### src/core/vcb_regs.svh
`ifndef VCB_REGS_SVH
`define VCB_REGS_SVH
// Notes on behaviour
// Bit 6 low inverts training lane three
// Bits 5:4 pick check chunk size
// Bit 3 low enables octal parity checks
// Bit 2 picks which ECC event drives error
// Same bit picks event class for address
// Event selection acts only with ECC on
// Bit 1 low turns error pin on
// Bit 0 low turns ECC on
// Training pattern byte, resets to 55h
// Wrap byte: continuous, 64, 32, 16
// XIP enabled only by code FEh
// Address bytes: FFh three, FEh four
// Drive code selects 50 to 18 ohm
// Dummy codes 01h-1Eh give cycle counts
// Dummy code 00h behaves like 1Fh
// Host programs enough dummy cycles
// Protocol byte picks SPI or octal DDR
// Octal boot parts stay octal DDR strobed
// Correction counter saturates at fifteen
// First selected event address is recorded
// All bytes return to defaults on reset

// ==========================================
// Register indices, byte address is four times
`define IDX_IO_MODE 5'h00
`define IDX_DUMMY 5'h01
`define IDX_DRIVE 5'h03
`define IDX_ADDR_BYTES 5'h05
`define IDX_XIP 5'h06
`define IDX_WRAP 5'h07
`define IDX_PATTERN 5'h0a
`define IDX_INTEGRITY 5'h0b
`define IDX_STATUS 5'h0c
`define IDX_FCA0 5'h0d
`define IDX_FCA1 5'h0e
`define IDX_FCA2 5'h0f
`define IDX_FCA3 5'h10

// ==========================================
// Reset values
`define RST_IO_MODE 8'hff
`define RST_DUMMY 8'h1f
`define RST_DRIVE 8'hff
`define RST_ADDR_BYTES 8'hff
`define RST_XIP 8'hff
`define RST_WRAP 8'hff
`define RST_PATTERN 8'h55
`define RST_INTEGRITY 8'h7f

// ==========================================
// Field positions and codes
`define BIT_SSO 6
`define BIT_PARITY_N 3
`define BIT_ERR_SEL 2
`define BIT_ERR_PIN_N 1
`define BIT_ECC_N 0
`define CODE_FF 8'hff
`define CODE_FE 8'hfe
`define CODE_FD 8'hfd
`define CODE_FC 8'hfc
`define CODE_SPI_NOSTB 8'hdf
`define CODE_ODDR 8'he7
`define CODE_ODDR_NOSTB 8'hc7
`define DUMMY_MAX 8'h1e
`define CNT_MAX 4'hf
`endif

### src/core/vcb_pkg.sv
`default_nettype none
package vcb_pkg;
    typedef enum logic [1:0] {
        PROTO_SPI_STB = 2'b00,
        PROTO_SPI = 2'b01,
        PROTO_ODDR_STB = 2'b10,
        PROTO_ODDR = 2'b11
    } proto_e;
    typedef enum logic [1:0] {
        WRAP_NONE = 2'b00, WRAP_64 = 2'b01, WRAP_32 = 2'b10, WRAP_16 = 2'b11
    } wrap_e;
    typedef enum logic [1:0] {
        DRV_50 = 2'b00, DRV_35 = 2'b01, DRV_25 = 2'b10, DRV_18 = 2'b11
    } drive_e;
    typedef struct packed {
        proto_e proto;
        logic [4:0] dummy;
        logic dummy_dflt;
        wrap_e wrap;
        logic xip_en;
        logic addr4;
        drive_e drive;
        logic [7:0] chunk_bytes;
        logic parity_en;
        logic err_sel_det;
        logic err_pin_en;
        logic ecc_en;
        logic [7:0] pattern;
        logic [7:0] pattern_dq3;
    } cfg_s;
    typedef struct packed {
        logic sclk;
        logic corr;
        logic det;
        logic [27:0] addr;
    } link_s;
endpackage
`default_nettype wire

### src/core/cfg_decode.sv
`timescale 1ns/1ps
`default_nettype none
`include "vcb_regs.svh"
module cfg_decode #(
    parameter bit BOOT_DDR8 = 1'b0
) (
    input wire logic [7:0] io_i,
    input wire logic [7:0] dummy_i,
    input wire logic [7:0] drive_i,
    input wire logic [7:0] abytes_i,
    input wire logic [7:0] xip_i,
    input wire logic [7:0] wrap_i,
    input wire logic [7:0] pat_i,
    input wire logic [7:0] integ_i,
    output vcb_pkg::cfg_s cfg_o
);
    // Reserved codes fall back to the default setting
    function automatic logic [1:0] quad(input logic [7:0] c);
        case (c)
            `CODE_FE: quad = 2'b01;
            `CODE_FD: quad = 2'b10;
            `CODE_FC: quad = 2'b11;
            default: quad = 2'b00;
        endcase
    endfunction
    always_comb begin
        cfg_o = '0;
        case (io_i)
            `CODE_SPI_NOSTB: cfg_o.proto = vcb_pkg::PROTO_SPI;
            `CODE_ODDR: cfg_o.proto = vcb_pkg::PROTO_ODDR_STB;
            `CODE_ODDR_NOSTB: cfg_o.proto = vcb_pkg::PROTO_ODDR;
            default: cfg_o.proto = vcb_pkg::PROTO_SPI_STB;
        endcase
        if (BOOT_DDR8) begin
            cfg_o.proto = vcb_pkg::PROTO_ODDR_STB;
        end
        if (dummy_i == 8'h00 || dummy_i > `DUMMY_MAX) begin
            cfg_o.dummy_dflt = 1'b1;
        end else begin
            cfg_o.dummy = dummy_i[4:0];
        end
        cfg_o.wrap = vcb_pkg::wrap_e'(quad(wrap_i));
        cfg_o.drive = vcb_pkg::drive_e'(quad(drive_i));
        cfg_o.xip_en = (xip_i == `CODE_FE);
        cfg_o.addr4 = (abytes_i == `CODE_FE);
        cfg_o.chunk_bytes = 8'(8'h10 << (2'h3 - integ_i[5:4]));
        cfg_o.parity_en = ~integ_i[`BIT_PARITY_N];
        cfg_o.err_sel_det = integ_i[`BIT_ERR_SEL];
        cfg_o.err_pin_en = ~integ_i[`BIT_ERR_PIN_N];
        cfg_o.ecc_en = ~integ_i[`BIT_ECC_N];
        cfg_o.pattern = pat_i;
        cfg_o.pattern_dq3 = integ_i[`BIT_SSO] ? pat_i : ~pat_i;
    end
endmodule
`default_nettype wire

### src/core/link_sync.sv
`timescale 1ns/1ps
`default_nettype none
module link_sync #(
    parameter int W = 31
) (
    input wire logic clk_i,
    input wire logic rst_n_i,
    input wire logic [W-1:0] d_i,
    output logic [W-1:0] q_o
);
    logic [W-1:0] meta_ff;
    logic [W-1:0] q_ff;
    // Only the second stage is visible outside
    always_ff @(posedge clk_i) begin
        if (!rst_n_i) begin
            meta_ff <= '0;
            q_ff <= '0;
        end else begin
            meta_ff <= d_i;
            q_ff <= meta_ff;
        end
    end
    assign q_o = q_ff;
endmodule
`default_nettype wire

### src/core/vcb_top.sv
// Register access over APB was chosen for this implementation.
`timescale 1ns/1ps
`default_nettype none
`include "vcb_regs.svh"
module vcb_top #(
    parameter bit BOOT_DDR8 = 1'b0
) (
    input wire logic clk_i,
    input wire logic rst_n_i,
    input wire logic psel_i,
    input wire logic penable_i,
    input wire logic pwrite_i,
    input wire logic [7:0] paddr_i,
    input wire logic [31:0] pwdata_i,
    output logic [31:0] prdata_o,
    output logic pready_o,
    output logic pslverr_o,
    input wire logic link_clk_i,
    input wire logic corr_event_i,
    input wire logic det_event_i,
    input wire logic [27:0] event_addr_i,
    output vcb_pkg::cfg_s cfg_o,
    output logic err_pin_o,
    output logic err_pin_oe_n_o
);
    // ==========================================
    // Register storage
    logic [7:0] io_ff;
    logic [7:0] dummy_ff;
    logic [7:0] drive_ff;
    logic [7:0] abytes_ff;
    logic [7:0] xip_ff;
    logic [7:0] wrap_ff;
    logic [7:0] pat_ff;
    logic [7:0] integ_ff;
    logic [3:0] cnt_ff;
    logic [3:0] nxt_cnt;
    logic det_seen_ff;
    logic [27:0] fca_ff;
    logic fca_valid_ff;
    logic err_flag_ff;
    logic err_drive_ff;
    logic sclk_prev_ff;
    logic [31:0] prdata_ff;
    logic pslverr_ff;
    vcb_pkg::cfg_s cfg_ff;
    vcb_pkg::cfg_s nxt_cfg;
    vcb_pkg::link_s lk;

    // ==========================================
    // Bus decode
    logic [4:0] idx;
    logic mapped;
    logic setup;
    logic access;
    logic wr;
    logic clr;

    function automatic logic is_mapped(input logic [7:0] a);
        is_mapped = (a[1:0] == 2'b00) && !a[7] && (a[6:2] <= `IDX_FCA3);
    endfunction

    assign idx = paddr_i[6:2];
    assign mapped = is_mapped(paddr_i);
    assign setup = psel_i && !penable_i;
    assign access = psel_i && penable_i;
    // Zero wait states; data was prepared in setup
    assign pready_o = 1'b1;
    assign wr = access && pwrite_i && mapped;
    // Writing the status word clears the event records
    assign clr = wr && (idx == `IDX_STATUS);

    // ==========================================
    // Configuration writes
    always_ff @(posedge clk_i) begin
        if (!rst_n_i) begin
            io_ff <= `RST_IO_MODE;
            dummy_ff <= `RST_DUMMY;
            drive_ff <= `RST_DRIVE;
            abytes_ff <= `RST_ADDR_BYTES;
            xip_ff <= `RST_XIP;
            wrap_ff <= `RST_WRAP;
            pat_ff <= `RST_PATTERN;
            integ_ff <= `RST_INTEGRITY;
        end else if (wr) begin
            case (idx)
                `IDX_IO_MODE: begin
                    io_ff <= pwdata_i[7:0];
                end
                `IDX_DUMMY: begin
                    dummy_ff <= pwdata_i[7:0];
                end
                `IDX_DRIVE: begin
                    drive_ff <= pwdata_i[7:0];
                end
                `IDX_ADDR_BYTES: begin
                    abytes_ff <= pwdata_i[7:0];
                end
                `IDX_XIP: begin
                    xip_ff <= pwdata_i[7:0];
                end
                `IDX_WRAP: begin
                    wrap_ff <= pwdata_i[7:0];
                end
                `IDX_PATTERN: begin
                    pat_ff <= pwdata_i[7:0];
                end
                `IDX_INTEGRITY: begin
                    integ_ff <= {1'b0, pwdata_i[6:0]};
                end
                default: begin
                end
            endcase
        end
    end

    // ==========================================
    // Decoded configuration
    cfg_decode #(
        .BOOT_DDR8(BOOT_DDR8)
    ) u_decode (
        .io_i(io_ff),
        .dummy_i(dummy_ff),
        .drive_i(drive_ff),
        .abytes_i(abytes_ff),
        .xip_i(xip_ff),
        .wrap_i(wrap_ff),
        .pat_i(pat_ff),
        .integ_i(integ_ff),
        .cfg_o(nxt_cfg)
    );

    // One cycle behind the bytes, so reset must cover two edges
    always_ff @(posedge clk_i) begin
        cfg_ff <= nxt_cfg;
    end
    assign cfg_o = cfg_ff;

    // ==========================================
    // Link side sampling
    link_sync #(
        .W(31)
    ) u_sync (
        .clk_i(clk_i),
        .rst_n_i(rst_n_i),
        .d_i({link_clk_i, corr_event_i, det_event_i, event_addr_i}),
        .q_o(lk)
    );

    logic sclk_rise;
    logic ecc_on;
    logic sel_evt;
    logic corr_hit;

    always_ff @(posedge clk_i) begin
        if (!rst_n_i) begin
            sclk_prev_ff <= 1'b0;
        end else begin
            sclk_prev_ff <= lk.sclk;
        end
    end

    // Events are only sampled on a rising link edge
    assign sclk_rise = lk.sclk && !sclk_prev_ff;
    assign ecc_on = ~integ_ff[`BIT_ECC_N];
    assign sel_evt = integ_ff[`BIT_ERR_SEL] ? lk.det : lk.corr;
    assign corr_hit = sclk_rise && ecc_on && lk.corr;

    // ==========================================
    // Correction counter
    always_comb begin
        nxt_cnt = clr ? 4'h0 : cnt_ff;
        // A clear and an increment in the same cycle leave the count at one
        if (corr_hit && cnt_ff != `CNT_MAX) begin
            nxt_cnt = clr ? 4'h1 : 4'(cnt_ff + 4'h1);
        end else if (corr_hit && clr) begin
            nxt_cnt = 4'h1;
        end
    end

    always_ff @(posedge clk_i) begin
        if (!rst_n_i) begin
            cnt_ff <= 4'h0;
        end else begin
            cnt_ff <= nxt_cnt;
        end
    end

    always_ff @(posedge clk_i) begin
        if (!rst_n_i) begin
            det_seen_ff <= 1'b0;
        end else if (sclk_rise && ecc_on && lk.det) begin
            det_seen_ff <= 1'b1;
        end else if (clr) begin
            det_seen_ff <= 1'b0;
        end
    end

    // ==========================================
    // First failing chunk address
    always_ff @(posedge clk_i) begin
        if (!rst_n_i) begin
            fca_ff <= 28'h0;
            fca_valid_ff <= 1'b0;
        end else if (sclk_rise && ecc_on && sel_evt && (!fca_valid_ff || clr)) begin
            fca_ff <= lk.addr;
            fca_valid_ff <= 1'b1;
        end else if (clr) begin
            fca_ff <= 28'h0;
            fca_valid_ff <= 1'b0;
        end
    end

    // ==========================================
    // Error pin, open drain, pulled low when driven
    always_ff @(posedge clk_i) begin
        if (!rst_n_i) begin
            err_flag_ff <= 1'b0;
        end else if (sclk_rise && ecc_on && sel_evt) begin
            err_flag_ff <= 1'b1;
        end else if (clr) begin
            err_flag_ff <= 1'b0;
        end
    end

    always_ff @(posedge clk_i) begin
        if (!rst_n_i) begin
            err_drive_ff <= 1'b0;
        end else begin
            err_drive_ff <= err_flag_ff && !integ_ff[`BIT_ERR_PIN_N];
        end
    end

    assign err_pin_o = 1'b0;
    assign err_pin_oe_n_o = !err_drive_ff;

    // ==========================================
    // Read data, captured during setup
    function automatic logic [7:0] rd_byte(input logic [4:0] i);
        case (i)
            `IDX_IO_MODE: rd_byte = io_ff;
            `IDX_DUMMY: rd_byte = dummy_ff;
            `IDX_DRIVE: rd_byte = drive_ff;
            `IDX_ADDR_BYTES: rd_byte = abytes_ff;
            `IDX_XIP: rd_byte = xip_ff;
            `IDX_WRAP: rd_byte = wrap_ff;
            `IDX_PATTERN: rd_byte = pat_ff;
            `IDX_INTEGRITY: rd_byte = integ_ff;
            `IDX_STATUS: rd_byte = {1'b0, cnt_ff, det_seen_ff, 2'b00};
            `IDX_FCA0: rd_byte = {fca_ff[3:0], 4'h0};
            `IDX_FCA1: rd_byte = fca_ff[11:4];
            `IDX_FCA2: rd_byte = fca_ff[19:12];
            `IDX_FCA3: rd_byte = fca_ff[27:20];
            default: rd_byte = 8'h00;
        endcase
    endfunction

    always_ff @(posedge clk_i) begin
        if (!rst_n_i) begin
            prdata_ff <= 32'h0;
            pslverr_ff <= 1'b0;
        end else if (setup) begin
            prdata_ff <= mapped ? {24'h0, rd_byte(idx)} : 32'h0;
            pslverr_ff <= !mapped;
        end
    end

    assign prdata_o = prdata_ff;
    assign pslverr_o = pslverr_ff && access;

    // ==========================================
    // Checks
    AST_CNT_SAT: assert property (
        @(posedge clk_i) disable iff (!rst_n_i)
        (cnt_ff == 4'hf && !clr) |=> (cnt_ff == 4'hf))
        else $error("counter left saturation");

    AST_CNT_INC: assert property (
        @(posedge clk_i) disable iff (!rst_n_i)
        (corr_hit && cnt_ff != 4'hf && !clr) |=> (cnt_ff == $past(cnt_ff) + 4'h1))
        else $error("counter missed a correction");

    AST_ECC_OFF: assert property (
        @(posedge clk_i) disable iff (!rst_n_i)
        (!ecc_on && !clr) |=> ($stable(cnt_ff) && $stable(fca_ff) && $stable(err_flag_ff)))
        else $error("event recorded with ECC off");

    AST_FCA_FIRST: assert property (
        @(posedge clk_i) disable iff (!rst_n_i)
        (fca_valid_ff && !clr) |=> $stable(fca_ff))
        else $error("first failing address overwritten");

    AST_FCA_SEL: assert property (
        @(posedge clk_i) disable iff (!rst_n_i)
        (sclk_rise && ecc_on && !fca_valid_ff && !clr
            && (integ_ff[2] ? lk.det : lk.corr)) |=> (fca_ff == $past(lk.addr)))
        else $error("selected event address not captured");

    AST_ERR_PIN: assert property (
        @(posedge clk_i) disable iff (!rst_n_i)
        !err_pin_oe_n_o |-> ($past(err_flag_ff) && !$past(integ_ff[1])))
        else $error("error pin driven while disabled");

    AST_DEFAULTS: assert property (
        @(posedge clk_i)
        !rst_n_i |=> (io_ff == 8'hff && dummy_ff == 8'h1f && pat_ff == 8'h55
            && integ_ff == 8'h7f && wrap_ff == 8'hff && xip_ff == 8'hff))
        else $error("byte not at default after reset");

    AST_DQ3: assert property (
        @(posedge clk_i) disable iff (!rst_n_i)
        ##1 (cfg_o.pattern_dq3 == ($past(integ_ff[6]) ? cfg_o.pattern : ~cfg_o.pattern)))
        else $error("lane three pattern wrong");

    AST_DUMMY_ZERO: assert property (
        @(posedge clk_i) disable iff (!rst_n_i)
        (dummy_ff == 8'h00) |=> (cfg_o.dummy_dflt && cfg_o.dummy == 5'h00))
        else $error("zero dummy code not treated as default");

    AST_CHUNK: assert property (
        @(posedge clk_i) disable iff (!rst_n_i)
        (integ_ff[5:4] == 2'b11) |=> (cfg_o.chunk_bytes == 8'h10))
        else $error("default chunk size not sixteen bytes");

    AST_BOOT: assert property (
        @(posedge clk_i) disable iff (!rst_n_i)
        BOOT_DDR8 |=> (cfg_o.proto == vcb_pkg::PROTO_ODDR_STB))
        else $error("octal boot part left octal DDR");

    AST_XIP: assert property (
        @(posedge clk_i) disable iff (!rst_n_i)
        (xip_ff != 8'hfe) |=> !cfg_o.xip_en)
        else $error("XIP enabled by wrong code");

    AST_PIN_ON: assert property (
        @(posedge clk_i) disable iff (!rst_n_i)
        (err_flag_ff && !integ_ff[`BIT_ERR_PIN_N]) |=> !err_pin_oe_n_o)
        else $error("error pin not driven while enabled");

    AST_REC_CLR: assert property (
        @(posedge clk_i) disable iff (!rst_n_i)
        (clr && !(sclk_rise && ecc_on && sel_evt))
            |=> (!fca_valid_ff && fca_ff == 28'h0 && !err_flag_ff))
        else $error("status write did not clear the records");

    AST_PARITY: assert property (
        @(posedge clk_i) disable iff (!rst_n_i)
        1'b1 |=> (cfg_o.parity_en == !$past(integ_ff[`BIT_PARITY_N])))
        else $error("parity enable does not follow its bit");

    AST_ECC_EN: assert property (
        @(posedge clk_i) disable iff (!rst_n_i)
        1'b1 |=> (cfg_o.ecc_en == !$past(integ_ff[`BIT_ECC_N])))
        else $error("correction enable does not follow its bit");
endmodule
`default_nettype wire

### config.mk
export PLATFORM = sky130hd
export DESIGN_NAME = vcb_top
export DESIGN_NICKNAME = d
export VERILOG_FILES = /design/src/core/vcb_pkg.sv /design/src/core/cfg_decode.sv /design/src/core/link_sync.sv /design/src/core/vcb_top.sv
export VERILOG_INCLUDE_DIRS = /design/src /design/src/core
export SDC_FILE = /design/constraint.sdc
export NUM_CORES = 1
export LEC_CHECK = 0
export BUFFER_PORTS_ARGS = -buffer_cell sky130_fd_sc_hd__buf_2
export CAP_MARGIN = 40
export CORE_UTILIZATION = 39
export CTS_BUF_LIST = sky130_fd_sc_hd__clkbuf_16
export CTS_CLUSTER_DIAMETER = 60
export DETAILED_ROUTE_END_ITERATION = 8
export GPL_TIMING_DRIVEN = 0
export SYNTH_ARGS = -nofsm -noshare
export SYNTH_HDL_FRONTEND = slang
export SYNTH_SLANG_ARGS = --single-unit
### constraint.sdc
create_clock -name clk_i -period 1.9 [get_ports clk_i]
set_input_delay 0.095 -clock clk_i [delete_from_list [all_inputs] [get_ports clk_i]]
set_output_delay 0.095 -clock clk_i [all_outputs]
set_load 0.02 [all_outputs]
==> results of run 1 <==
## sequential cells by signal (all words and copies together), names as in the netlist
signal          count
u_sync.q_o         31
fca_ff             28
sclk_prev_ff        1
integ_ff            7
prdata_o            8
pat_ff              8
fca_valid_ff        1
cnt_ff              4
io_ff               8
det_seen_ff         1
err_drive_ff        1
u_sync.meta_ff     31
cfg_o              38
wrap_ff             8
drive_ff            8
err_flag_ff         1
pslverr_ff          1
abytes_ff           8
dummy_ff            8
xip_ff              8
## synthesized netlist by cell type, drive strengths merged (7+ instances only)
cell,count
nor3,15
a22oi,42
a221oi,7
dfxtp,209
nand3,28
nor2b,10
and2,73
xnor2,8
o211ai,7
inv,9
a21oi,11
mux2i,63
buf,49
clkbuf,28
nand2,90
nor2,49
and3,14
## cells by family (layout without fill, tap and decap cells)
| family | count (synthesis) | in the layout | share of synthesized area (%) |
|---|---|---|---|
| AO/OA/AOI/OAI | 95 | 95 | 9.29 |
| multiplexers | 69 | 69 | 9.03 |
| other | 2 | 30 | 0.0956 |
| flip-flops | 209 | 209 | 53.3 |
| XOR/XNOR | 9 | 9 | 1.00 |
| adder cells (fa/ha/maj) | 1 | 1 | 0.159 |
| buffers and inverters | 86 | 248 | 6.13 |
| AND/OR/NAND/NOR | 310 | 310 | 21.0 |
## power groups by stage
| stage | clock network, uW | logic, uW | registers (uW) |
|---|---|---|---|
| 6_report | 4130 | 539 | 4460 |
| 5_1_grt | 4430 | 579 | 4470 |
| 4_1_cts | 4220 | 531 | 4460 |
| 3_5_place_dp | 0 | 480 | 4560 |
| 3_3_place_gp | 0 | 483 | 4560 |
| 2_1_floorplan | 0 | 315 | 4550 |
## worst max-delay path: stages, from the launching register on
cell and delay [ns]:
sky130_fd_sc_hd__dfxtp_1 0.37, sky130_fd_sc_hd__nor3b_2 0.27, sky130_fd_sc_hd__nand2_1 0.18, sky130_fd_sc_hd__o21a_1 0.22, sky130_fd_sc_hd__buf_6 0.14, sky130_fd_sc_hd__buf_2 0.18
sky130_fd_sc_hd__a22oi_1 0.21, sky130_fd_sc_hd__nor2_1 0.06
## final timing paths
| check | to | from | slack (ns) | cells after the start |
|---|---|---|---|---|
| max | fca_ff[14]$_SDFFE_PN0P_ | integ_ff[0]$_SDFFE_PN1P_ | 0.16 | 7 |
| min | u_sync.q_o[20]$_SDFF_PN0_ | rst_n_i | 0.1 | 3 |
| max reg2reg | fca_ff[14]$_SDFFE_PN0P_ | integ_ff[0]$_SDFFE_PN1P_ | 0.16 | 7 |
| min reg2reg | cfg_o[14]$_DFF_P_ | pat_ff[6]$_SDFFE_PN1P_ | 0.41 | 0 |
## layout make-up
type	count	area, um^2	area share (%)
Buffer	76	444	4.54
Tap cell	265	332	3.39
Clock buffer	22	551	5.63
Timing Repair Buffer	124	781	7.98
Inverter	9	33.8	0.345
Multi-Input combinational cell	514	3300	33.7
Clock inverter	17	154	1.57
Sequential cell	209	4190	42.8
## through the flow
stage	setup WS [ns]	instance area, um^2	instances	utilization (%)	TNS [ns]
floorplan	0.329	7960	809	-	0
CTS	0.000330	9780	1237	49.9	0
detailed placement	-0.241	8750	1166	44.7	-8.78
global route	0.0353	9780	1236	49.9	0
global placement	-0.317	8750	1166	44.7	-7.87
finish	0.155	9780	1236	49.9	0
## what timing repair did
item	4_1_cts	5_1_grt
gates resized for setup	0	2
endpoints found under the hold margin	37	0
buffers inserted	0	0
hold buffers	32	0
setup endpoints to repair	0	21
## routing by layer
layer / track usage (%) / share of wire (%) / routed length, um
met4: 8.06 / 3.3 / 735
met3: 3.67 / 6.6 / 1450
met5: 0 / 0 / 0
met1: 29.8 / 46 / 10100
met2: 34.0 / 44 / 9710
==> metrics.txt, run 1 <==
# TYPE chip_impl_metric gauge
chip_impl_metric{name="tritoncts.num_buffers",unit=""} 22
chip_impl_metric{name="grt_overflow",unit=""} 0
chip_impl_metric{name="cellInternalPower",unit="uW"} 7070
chip_impl_metric{name="p_per_area",unit="nW/um^2"} 934
chip_impl_metric{name="num_vias",unit=""} 6102
chip_impl_metric{name="synth_edf_count",unit=""} 0
chip_impl_metric{name="netlist_area",unit="um^2"} 7860
chip_impl_info{name="crit_path_start_kind",value="flip-flop"} 1
chip_impl_info{name="worstSetupEndpointType",value="flip-flop"} 1
chip_impl_metric{name="syn-instance-count",unit=""} 781
chip_impl_metric{name="crit_arrival",unit="ns"} 2.12
chip_impl_info{name="tritoncts",value="built"} 1
chip_impl_metric{name="grt_antenna_before_repair",unit=""} 0
chip_impl_info{name="unrepaired_setup_endpoints_after_global_routing",value="no"} 1
chip_impl_metric{name="switchingPower",unit="uW"} 2070
chip_impl_metric{name="power_switching_share",unit="%"} 22.6
chip_impl_metric{name="synthesis.area_per_instance",unit="um^2"} 10.1
chip_impl_info{name="run_status",value="finished, final reports clean"} 1
chip_impl_metric{name="hold_viol_final",unit=""} 0
chip_impl_info{name="yosys.area.top_type",value="sky130_fd_sc_hd__dfxtp_1"} 1
chip_impl_info{name="synth_top_cells_by_area",value="sky130_fd_sc_hd__dfxtp_1, sky130_fd_sc_hd__mux2i_1, sky130_fd_sc_hd__and2_1, sky130_fd_sc_hd__nand2_1, sky130_fd_sc_hd__a22oi_1"} 1
chip_impl_metric{name="ir_worst_vdd",unit="uV"} 553
chip_impl_info{name="synth_flop_cell",value="sky130_fd_sc_hd__dfxtp_1"} 1
chip_impl_metric{name="grt_first_pass_wirelength",unit="mm"} 33.3
chip_impl_metric{name="drv_cap",unit=""} 0
chip_impl_metric{name="drtAntennaViolNets",unit=""} 0
chip_impl_metric{name="layout_fillers",unit=""} 1867
chip_impl_metric{name="design.core.area",unit="um^2"} 19600
chip_impl_metric{name="final_layout_size_suffix_gt1_share",unit="%"} 20.1
chip_impl_metric{name="detailedRoute.firstPassIterationCount",unit=""} 5
chip_impl_metric{name="finalMaxSlewViolations",unit=""} 0
chip_impl_metric{name="place.port_buffers",unit=""} 92
chip_impl_metric{name="insertedDiodeCount",unit=""} 0
chip_impl_metric{name="leakagePower",unit="uW"} 0.00407
chip_impl_metric{name="report.final.setup_viol",unit=""} 0
chip_impl_metric{name="die-width",unit="um"} 144
chip_impl_metric{name="post_synth_num_cell_types",unit=""} 62
chip_impl_metric{name="grt_pass1_vias",unit=""} 5613
chip_impl_info{name="most-common-layout-cells",value="sky130_fd_sc_hd__dfxtp_1, sky130_fd_sc_hd__buf_2, sky130_fd_sc_hd__nand2_1, sky130_fd_sc_hd__and2_1, sky130_fd_sc_hd__mux2i_1"} 1
chip_impl_metric{name="area_growth_syn_to_layout",unit="%"} 24.5
chip_impl_metric{name="post_drt_via_cell_ratio",unit=""} 4.94
chip_impl_metric{name="cts_max_path_buffers",unit=""} 3
chip_impl_metric{name="globalplace.congestion",unit=""} 0.961
chip_impl_metric{name="h-tree-depth",unit=""} 1
chip_impl_info{name="most_common_cell_after_layout_fill_and_taps_aside",value="sky130_fd_sc_hd__dfxtp_1"} 1
chip_impl_metric{name="seq_power_share",unit="%"} 48.8
chip_impl_metric{name="drt-wirelength-per-cell",unit="um"} 17.8
chip_impl_metric{name="drtIter0Drc",unit=""} 453
chip_impl_metric{name="drcViolationCount",unit=""} 0
chip_impl_metric{name="initial_core_util",unit="%"} 40.1
chip_impl_metric{name="total_power",unit="uW"} 9140
chip_impl_metric{name="final_min_period_over_clock_period",unit="%"} 91.8
chip_impl_metric{name="fmax",unit="GHz"} 0.573
chip_impl_metric{name="worst_setup_hold_path_clk_slew",unit="ns"} 0.06
chip_impl_metric{name="share_comb_of_total_power",unit="%"} 5.9
chip_impl_metric{name="die_area",unit="um^2"} 20700
chip_impl_metric{name="drt_wl_total",unit="mm"} 22.0
chip_impl_info{name="min_path_type",value="in -> reg"} 1
chip_impl_info{name="timing_worst_setup_path_type",value="reg -> reg"} 1
chip_impl_metric{name="grt_start_max_net_pins",unit=""} 16
chip_impl_info{name="cts.root.buffer_cell",value="sky130_fd_sc_hd__clkbuf_16"} 1
chip_impl_metric{name="cts_num_sinks",unit=""} 209
chip_impl_metric{name="track_usage",unit="%"} 21.7
chip_impl_metric{name="fin_skew",unit="ns"} 0.00971
chip_impl_metric{name="chipHeight",unit="um"} 144
chip_impl_metric{name="p_clk_share",unit="%"} 45.3
chip_impl_metric{name="synth-seq-area-share",unit="%"} 53.3
chip_impl_metric{name="synth-seq-cells",unit=""} 209
chip_impl_metric{name="worst-path-max-fanout",unit=""} 10
chip_impl_metric{name="rows",unit=""} 51
chip_impl_metric{name="relSlewSlack",unit="%"} 42.9
chip_impl_metric{name="num-nets-final",unit=""} 1033
chip_impl_metric{name="crit_required",unit="ns"} 2.28
chip_impl_metric{name="tightest_slew",unit="ns"} 0.848
chip_impl_metric{name="clk-insertion-delay-late",unit="ns"} 0.50
chip_impl_metric{name="synth_largest_type_area_fraction",unit="%"} 53.3
chip_impl_metric{name="boundaryPins",unit=""} 154
chip_impl_metric{name="synthArstFlopShare",unit="%"} 0
chip_impl_metric{name="synth-warning-count",unit=""} 0
chip_impl_metric{name="place.detailed.hpwl",unit="mm"} 16.1
chip_impl_metric{name="finalCriticalPeriod",unit="ns"} 1.74
chip_impl_metric{name="holdWs",unit="ns"} 0.0990
(Power assumes the default switching activity.)
==> inputs of run 2 (changes only) <==
--- a/config.mk
+++ b/config.mk
@@ -6,8 +6,10 @@
 export SDC_FILE = /design/constraint.sdc
 export NUM_CORES = 1
 export LEC_CHECK = 0
+export ABC_AREA = 1
 export BUFFER_PORTS_ARGS = -buffer_cell sky130_fd_sc_hd__buf_2
 export CAP_MARGIN = 40
+export CORE_MARGIN = 2
 export CORE_UTILIZATION = 39
 export CTS_BUF_LIST = sky130_fd_sc_hd__clkbuf_16
 export CTS_CLUSTER_DIAMETER = 60
==> metrics.txt, run 2 <==
# TYPE chip_impl_metric gauge
chip_impl_metric{name="seq_power_share",unit="%"} 48.7
chip_impl_metric{name="post_synth_num_cell_types",unit=""} 36
chip_impl_metric{name="area_growth_syn_to_layout",unit="%"} 24.6
chip_impl_metric{name="grt_overflow",unit=""} 0
chip_impl_info{name="run_status",value="finished, final reports clean"} 1
chip_impl_info{name="tritoncts",value="built"} 1
chip_impl_metric{name="place.port_buffers",unit=""} 93
chip_impl_metric{name="synth-seq-area-share",unit="%"} 52.3
chip_impl_metric{name="report.final.setup_viol",unit=""} 0
chip_impl_metric{name="drt-wirelength-per-cell",unit="um"} 14.1
chip_impl_metric{name="cts_resized",unit=""} 0
chip_impl_metric{name="crit_arrival",unit="ns"} 2.06
chip_impl_metric{name="num-nets-final",unit=""} 1291
chip_impl_metric{name="p_clk_share",unit="%"} 45.5
chip_impl_info{name="synth_flop_cell",value="sky130_fd_sc_hd__dfxtp_1"} 1
chip_impl_metric{name="worst_setup_hold_path_clk_slew",unit="ns"} 0.06
chip_impl_metric{name="postcts_setup_bufs",unit=""} 0
chip_impl_metric{name="critical_path.n_buffers_inverters",unit=""} 4
chip_impl_metric{name="finalMaxSlewViolations",unit=""} 0
chip_impl_metric{name="slowest_delay",unit="ns"} 0.59
chip_impl_metric{name="grt_antenna_before_repair",unit=""} 2
chip_impl_metric{name="track_usage",unit="%"} 19.3
chip_impl_info{name="worstSetupEndpointType",value="flip-flop"} 1
chip_impl_metric{name="drcViolationCount",unit=""} 0
chip_impl_metric{name="synth_edf_count",unit=""} 0
chip_impl_metric{name="netlist_area",unit="um^2"} 8010
chip_impl_metric{name="globalplace.congestion",unit=""} 0.922
chip_impl_metric{name="chipHeight",unit="um"} 147
chip_impl_metric{name="cts_max_path_buffers",unit=""} 3
chip_impl_metric{name="regToRegSetupSlack",unit="ns"} 0.21
chip_impl_metric{name="synthArstFlopShare",unit="%"} 0
chip_impl_metric{name="worst-path-max-fanout",unit=""} 10
chip_impl_info{name="cts.root.buffer_cell",value="sky130_fd_sc_hd__clkbuf_16"} 1
chip_impl_metric{name="p_per_area",unit="nW/um^2"} 919
chip_impl_metric{name="h-tree-depth",unit=""} 1
chip_impl_metric{name="drv_cap",unit=""} 0
chip_impl_metric{name="largest_reg_flops",unit=""} 38
chip_impl_metric{name="fmax",unit="GHz"} 0.587
chip_impl_metric{name="num_vias",unit=""} 7022
chip_impl_metric{name="drtIter0Drc",unit=""} 532
chip_impl_metric{name="final_layout_size_suffix_gt1_share",unit="%"} 14.4
chip_impl_metric{name="reg2regPathDepth",unit=""} 6
chip_impl_metric{name="rows",unit=""} 52
chip_impl_metric{name="post_drt_via_cell_ratio",unit=""} 4.68
chip_impl_metric{name="fin_skew",unit="ns"} 0.0203
chip_impl_metric{name="synth-warning-count",unit=""} 0
chip_impl_metric{name="tritoncts.num_buffers",unit=""} 23
chip_impl_info{name="unrepaired_setup_endpoints_after_global_routing",value="no"} 1
chip_impl_info{name="synth_most_common_cell",value="sky130_fd_sc_hd__nand2_1"} 1
chip_impl_info{name="yosys.area.top_type",value="sky130_fd_sc_hd__dfxtp_1"} 1
chip_impl_metric{name="share_comb_of_total_power",unit="%"} 5.8
chip_impl_metric{name="die_area",unit="um^2"} 21700
chip_impl_metric{name="dpl_cell_area",unit="um^2"} 8920
chip_impl_info{name="timing_worst_setup_path_type",value="in -> reg"} 1
chip_impl_metric{name="tightest_slew",unit="ns"} 0.776
chip_impl_metric{name="die-width",unit="um"} 147
chip_impl_metric{name="hold_viol_final",unit=""} 0
chip_impl_metric{name="stdcell_area",unit="um^2"} 9980
chip_impl_metric{name="worst-path-stages",unit=""} 5
chip_impl_metric{name="synthesis.area_per_instance",unit="um^2"} 7.76
chip_impl_metric{name="grt_first_pass_wirelength",unit="mm"} 33.0
chip_impl_metric{name="cellInternalPower",unit="uW"} 7100
chip_impl_info{name="most_common_cell_after_layout_fill_and_taps_aside",value="sky130_fd_sc_hd__nand2_1"} 1
chip_impl_metric{name="clk-insertion-delay-late",unit="ns"} 0.52
chip_impl_info{name="synth_top_cells_by_area",value="sky130_fd_sc_hd__dfxtp_1, sky130_fd_sc_hd__nand2_1, sky130_fd_sc_hd__inv_1, sky130_fd_sc_hd__o211ai_1, sky130_fd_sc_hd__a21oi_1"} 1
chip_impl_metric{name="design.core.area",unit="um^2"} 20200
chip_impl_metric{name="finalCriticalPeriod",unit="ns"} 1.70
chip_impl_metric{name="crit_required",unit="ns"} 2.26
chip_impl_metric{name="cts_hold_buffers",unit=""} 36
chip_impl_metric{name="holdWs",unit="ns"} 0.0189
chip_impl_info{name="min_path_type",value="in -> reg"} 1
chip_impl_metric{name="grt_start_max_net_pins",unit=""} 15
chip_impl_metric{name="power_switching_share",unit="%"} 22.5
chip_impl_info{name="synth_commonest_cells",value="sky130_fd_sc_hd__nand2_1, sky130_fd_sc_hd__dfxtp_1, sky130_fd_sc_hd__inv_1, sky130_fd_sc_hd__nor2_1, sky130_fd_sc_hd__a21oi_1"} 1
chip_impl_metric{name="boundaryPins",unit=""} 154
chip_impl_info{name="cpMostUsedCell",value="sky130_fd_sc_hd__clkbuf_1"} 1
chip_impl_metric{name="min_delay_path_depth",unit=""} 5
chip_impl_info{name="most-common-layout-cells",value="sky130_fd_sc_hd__nand2_1, sky130_fd_sc_hd__dfxtp_1, sky130_fd_sc_hd__inv_1, sky130_fd_sc_hd__buf_2, sky130_fd_sc_hd__nor2_1"} 1
chip_impl_metric{name="drt_wl_total",unit="mm"} 21.2
chip_impl_metric{name="drtAntennaViolNets",unit=""} 0
chip_impl_metric{name="leakagePower",unit="uW"} 0.00516
chip_impl_metric{name="relSlewSlack",unit="%"} 48.3
chip_impl_metric{name="insertedDiodeCount",unit=""} 0
chip_impl_metric{name="final_min_period_over_clock_period",unit="%"} 89.7
chip_impl_metric{name="place.detailed.hpwl",unit="mm"} 15.3
chip_impl_metric{name="synth_largest_type_area_fraction",unit="%"} 52.3
chip_impl_metric{name="initial_core_util",unit="%"} 39.7
chip_impl_info{name="critPathTopFamily",value="buffers and inverters"} 1
chip_impl_metric{name="ir_worst_vdd",unit="uV"} 581
chip_impl_metric{name="syn-instance-count",unit=""} 1032
chip_impl_metric{name="grt_pass1_vias",unit=""} 6385
chip_impl_metric{name="synth-seq-cells",unit=""} 209
chip_impl_metric{name="switchingPower",unit="uW"} 2060
chip_impl_info{name="critical_path.slowest_cell",value="sky130_fd_sc_hd__clkbuf_1"} 1
chip_impl_metric{name="detailedRoute.firstPassIterationCount",unit=""} 6
chip_impl_metric{name="cts_num_sinks",unit=""} 209
chip_impl_info{name="crit_path_cell_trace",value="dlygate4sd3_1 > buf_2 > clkbuf_1 > clkbuf_1 > nand3_1"} 1
chip_impl_info{name="crit_path_start_kind",value="input port"} 1
-- run 2: changes by cell type in the layout (fill, tap and decap cells not counted), moves of 31 or more --
cell                       change
sky130_fd_sc_hd__inv_1       +113
sky130_fd_sc_hd__a21oi_1      +54
sky130_fd_sc_hd__a22oi_1      -42
sky130_fd_sc_hd__nand2_1     +198
sky130_fd_sc_hd__o211ai_1     +44
sky130_fd_sc_hd__mux2i_1      -63
sky130_fd_sc_hd__o21ai_0      +31
sky130_fd_sc_hd__and2_1       -72
-- run 2: worst paths after layout --
kind,start,endpoint
hold / removal,penable_i,pslverr_ff$_SDFFE_PN0P_
setup / recovery,rst_n_i,drive_ff[0]$_SDFFE_PN1P_
setup reg to reg,cnt_ff[0]$_SDFFE_PN0P_,cnt_ff[3]$_SDFFE_PN0P_
hold reg to reg,integ_ff[3]$_SDFFE_PN1P_,cfg_o[19]$_DFF_P_
-- run 2: area by class of cell --
class	count	area, um^2
Tap cell	270	338
Multi-Input combinational cell	650	3030
Clock inverter	17	129
Clock buffer	23	576
Sequential cell	209	4180
Inverter	125	469
Timing Repair Buffer	129	826
Buffer	76	425
Fill cell	2026	10200
-- run 2: tightest hold or removal path: cells and delay by family --
family | cells | cell delay [ns]
AND/OR/NAND/NOR | 2 | 0.15
buffers and inverters | 2 | 0.12
AO/OA/AOI/OAI | 1 | 0.11
-- run 2: cells by family (layout without fill, tap and decap cells) --
logic type / count (synthesis) / in the layout / share of synthesized area [%]
AOI/OAI and AO/OA: 155 / 155 / 11.5
xor gates and xnor gates: 10 / 10 / 1.09
adders and majority gates: 1 / 1 / 0.156
buffers and inverters: 201 / 370 / 11.2
DFF: 209 / 209 / 52.2
other: 2 / 30 / 0.0938
and+or+nand+nor: 454 / 454 / 23.7
-- run 2: power groups by stage --
stage	clock, uW	sequential, uW	combinational [uW]
global route	4440	4470	586
CTS	4260	4460	527
finish	4170	4470	533
global placement	0	4560	467
detailed placement	0	4560	469
floorplan	0	4560	309
-- run 2: routing by layer --
layer  up-vias  track usage (%)  share of wire (%)
met5         -                0               0.11
met4         4             6.59                3.0
met3        50             3.91                7.1
met2       269             32.5                 47
met1      3106             24.7                 43
li1       3593                -                  -
-- run 2: per-stage QoR --
| stage | instances | util (%) | worst slack, ns | TNS, ns | power [uW] |
|---|---|---|---|---|---|
| final | 1499 | 49.5 | 0.195 | 0 | 9170 |
| after global routing | 1499 | 49.5 | 0.0563 | 0 | 9490 |
| after CTS | 1499 | 49.5 | 0.173 | 0 | 9250 |
| after detailed placement | 1423 | 44.2 | -0.128 | -1.13 | 5030 |
| after global placement | 1423 | 44.2 | -0.118 | -0.829 | 5030 |
| after floorplan | 1060 | - | 0.436 | 0 | 4870 |
==> inputs of run 3 (changes only) <==
--- a/config.mk
+++ b/config.mk
@@ -10,11 +10,12 @@
 export BUFFER_PORTS_ARGS = -buffer_cell sky130_fd_sc_hd__buf_2
 export CAP_MARGIN = 40
 export CORE_MARGIN = 2
-export CORE_UTILIZATION = 39
+export CORE_UTILIZATION = 50
 export CTS_BUF_LIST = sky130_fd_sc_hd__clkbuf_16
 export CTS_CLUSTER_DIAMETER = 60
 export DETAILED_ROUTE_END_ITERATION = 8
 export GPL_TIMING_DRIVEN = 0
+export PLACE_DENSITY = 0.73
 export SYNTH_ARGS = -nofsm -noshare
 export SYNTH_HDL_FRONTEND = slang
 export SYNTH_SLANG_ARGS = --single-unit
==> metrics.txt, run 3 (same netlist as run 2, synthesis figures left out) <==
# TYPE chip_impl_metric gauge
chip_impl_metric{name="routedLengthMet1",unit="mm"} 8.81
chip_impl_metric{name="hold_viol_final",unit=""} 0
chip_impl_metric{name="ir_worst_vdd",unit="uV"} 709
chip_impl_metric{name="reg2regPathDepth",unit=""} 6
chip_impl_metric{name="report.final.setup_viol",unit=""} 0
chip_impl_metric{name="clk-insertion-delay-late",unit="ns"} 0.51
chip_impl_metric{name="dpl_cell_area",unit="um^2"} 8850
chip_impl_info{name="critical_path.reg2reg.startpoint",value="cnt_ff[0]$_SDFFE_PN0P_"} 1
chip_impl_metric{name="boundaryPins",unit=""} 154
chip_impl_metric{name="layout.area.seq",unit="um^2"} 4180
chip_impl_metric{name="die-width",unit="um"} 131
chip_impl_metric{name="grt_overflow",unit=""} 0
chip_impl_metric{name="detailedRoute.firstPassIterationCount",unit=""} 6
chip_impl_info{name="unrepaired_setup_endpoints_after_global_routing",value="no"} 1
chip_impl_metric{name="grt_start_max_net_pins",unit=""} 14
chip_impl_metric{name="slowest_delay",unit="ns"} 0.57
chip_impl_metric{name="drt-wirelength-per-cell",unit="um"} 14.4
chip_impl_metric{name="worst-path-stages",unit=""} 5
chip_impl_metric{name="drtAntennaViolNets",unit=""} 0
chip_impl_metric{name="post_drt_via_cell_ratio",unit=""} 4.88
chip_impl_metric{name="fin_skew",unit="ns"} 0.0122
chip_impl_metric{name="cts_num_sinks",unit=""} 209
chip_impl_metric{name="tns",unit="ns"} 0
chip_impl_info{name="worstSetupEndpointType",value="flip-flop"} 1
chip_impl_metric{name="multi_input_combinational_cell_area",unit="um^2"} 3030
chip_impl_info{name="crit_path_cell_trace",value="dlygate4sd3_1 > buf_2 > clkbuf_1 > clkbuf_1 > o211ai_1"} 1
chip_impl_metric{name="worst_setup_hold_path_clk_slew",unit="ns"} 0.06
chip_impl_info{name="cpMostUsedCell",value="sky130_fd_sc_hd__clkbuf_1"} 1
chip_impl_metric{name="routed-wl-met3",unit="mm"} 1.37
chip_impl_metric{name="cts_max_path_buffers",unit=""} 3
chip_impl_metric{name="num-nets-final",unit=""} 1290
chip_impl_info{name="holdCritStartpoint",value="pwdata_i[4]"} 1
chip_impl_metric{name="h-tree-depth",unit=""} 1
chip_impl_info{name="cts.root.buffer_cell",value="sky130_fd_sc_hd__clkbuf_16"} 1
chip_impl_info{name="most_common_cell_after_layout_fill_and_taps_aside",value="sky130_fd_sc_hd__nand2_1"} 1
chip_impl_metric{name="drcViolationCount",unit=""} 0
chip_impl_metric{name="grt_pass1_vias",unit=""} 6402
chip_impl_info{name="timing_worst_setup_path_type",value="in -> reg"} 1
chip_impl_metric{name="design.core.area",unit="um^2"} 15800
chip_impl_metric{name="place.detailed.hpwl",unit="mm"} 14.6
chip_impl_metric{name="drtIter0Drc",unit=""} 571
chip_impl_metric{name="rows",unit=""} 46
chip_impl_metric{name="num_vias",unit=""} 7034
chip_impl_info{name="critPathTopFamily",value="buffers and inverters"} 1
chip_impl_metric{name="drv_cap",unit=""} 0
chip_impl_info{name="most-common-layout-cells",value="sky130_fd_sc_hd__nand2_1, sky130_fd_sc_hd__dfxtp_1, sky130_fd_sc_hd__inv_1, sky130_fd_sc_hd__buf_2, sky130_fd_sc_hd__nor2_1"} 1
chip_impl_metric{name="finalMaxSlewViolations",unit=""} 0
chip_impl_info{name="cp-endpoint",value="dummy_ff[1]$_SDFFE_PN1P_"} 1
chip_impl_info{name="top_layer_used",value="met4"} 1
chip_impl_metric{name="p_per_area",unit="nW/um^2"} 919
chip_impl_metric{name="regToRegSetupSlack",unit="ns"} 0.23
chip_impl_metric{name="chipHeight",unit="um"} 131
chip_impl_metric{name="crit_arrival",unit="ns"} 2.02
chip_impl_metric{name="critical_path.n_buffers_inverters",unit=""} 4
chip_impl_metric{name="crit_required",unit="ns"} 2.25
chip_impl_metric{name="leakagePower",unit="uW"} 0.00514
chip_impl_metric{name="stdcell_area",unit="um^2"} 9900
chip_impl_metric{name="place.port_buffers",unit=""} 93
chip_impl_metric{name="worst-path-max-fanout",unit=""} 10
chip_impl_metric{name="grt_first_pass_wirelength",unit="mm"} 32.6
chip_impl_metric{name="finalCriticalPeriod",unit="ns"} 1.67
chip_impl_info{name="min_path_type",value="in -> reg"} 1
chip_impl_metric{name="final_layout_size_suffix_gt1_share",unit="%"} 14.6
chip_impl_metric{name="tightest_slew",unit="ns"} 0.730
chip_impl_metric{name="area_growth_syn_to_layout",unit="%"} 23.6
chip_impl_metric{name="largest_reg_flops",unit=""} 38
chip_impl_metric{name="fmax",unit="GHz"} 0.599
chip_impl_info{name="tritoncts",value="built"} 1
chip_impl_metric{name="relSlewSlack",unit="%"} 51.3
chip_impl_info{name="critPathLaunch",value="rst_n_i"} 1
chip_impl_metric{name="dr_wl_met2",unit="mm"} 9.69
chip_impl_info{name="critical_path.slowest_cell",value="sky130_fd_sc_hd__clkbuf_1"} 1
chip_impl_metric{name="initial_core_util",unit="%"} 50.8
chip_impl_info{name="crit-reg2reg-capture",value="cnt_ff[3]$_SDFFE_PN0P_"} 1
chip_impl_metric{name="layout_fillers",unit=""} 1480
chip_impl_info{name="run_status",value="finished, final reports clean"} 1
chip_impl_metric{name="track_usage",unit="%"} 24.6
chip_impl_info{name="crit_path_start_kind",value="input port"} 1
chip_impl_metric{name="tritoncts.num_buffers",unit=""} 22
chip_impl_metric{name="die_area",unit="um^2"} 17000
chip_impl_metric{name="drt_wl_total",unit="mm"} 20.7
chip_impl_metric{name="final_util",unit="%"} 62.8
chip_impl_metric{name="grt_antenna_before_repair",unit=""} 2
chip_impl_metric{name="final_min_period_over_clock_period",unit="%"} 87.9
chip_impl_metric{name="globalplace.congestion",unit=""} 0.963
run 3: power by group:
group          leakage, uW  internal (uW)  switching, uW
Combinational      0.00309            198            336
Sequential         0.00170           4450           16.9
Clock             0.000349           2440           1650
Total              0.00514           7090           2010
run 3: layer usage:
metal | vias to the layer above | global-route usage [%]
met5 | - | 0
met4 | 0 | 10.8
met3 | 68 | 4.68
met2 | 280 | 41.2
met1 | 3090 | 31.2
li1 | 3596 | -
run 3: final cells by class:
type,count,share of cell area (%)
multi-input combinational,650,30.7
buffer,76,4.30
timing repair buffer,129,8.34
sequential,209,42.3
antenna,2,0.0506
clock inverter,11,1.09
inverter,125,4.74
clock buffer,23,5.82
tap,216,2.73
run 3: metrics by stage:
step / hold WS [ns] / std cells / power [uW] / setup slack [ns]
global route: 0.000865 / 1439 / 9410 / 0.0309
finish: 0.0210 / 1441 / 9100 / 0.230
floorplan: 0.193 / 1060 / 4870 / 0.436
CTS: 0.00411 / 1439 / 9130 / 0.198
detailed placement: 0.278 / 1369 / 5020 / -0.124
global placement: 0.275 / 1369 / 5020 / -0.0867
run 3: how the worst min path moves through the flow:
stage	endpoint	slack, ns	depth (start not counted)
after detailed placement	u_sync.meta_ff[0]$_SDFF_PN0_	0.28	3
after CTS	wrap_ff[2]$_SDFFE_PN1P_	0.004	3
final	wrap_ff[4]$_SDFFE_PN1P_	0.02	3
after floorplan	u_sync.meta_ff[0]$_SDFF_PN0_	0.19	2
after global routing	wrap_ff[2]$_SDFFE_PN1P_	0.0009	3
after global placement	u_sync.meta_ff[30]$_SDFF_PN0_	0.27	3
run 3: worst register-to-register path: cells and delay by family (launching register included):
family        cells  cell delay, ns
fa+ha+maj         1            0.22
xor+xnor          1            0.17
flops             1            0.35
simple gates      4            0.83
run 3: what timing repair did:
item,CTS,global route
hold buffers,36,0
hold endpoints to repair,41,0
setup buffers,0,0
gates resized for setup,0,0
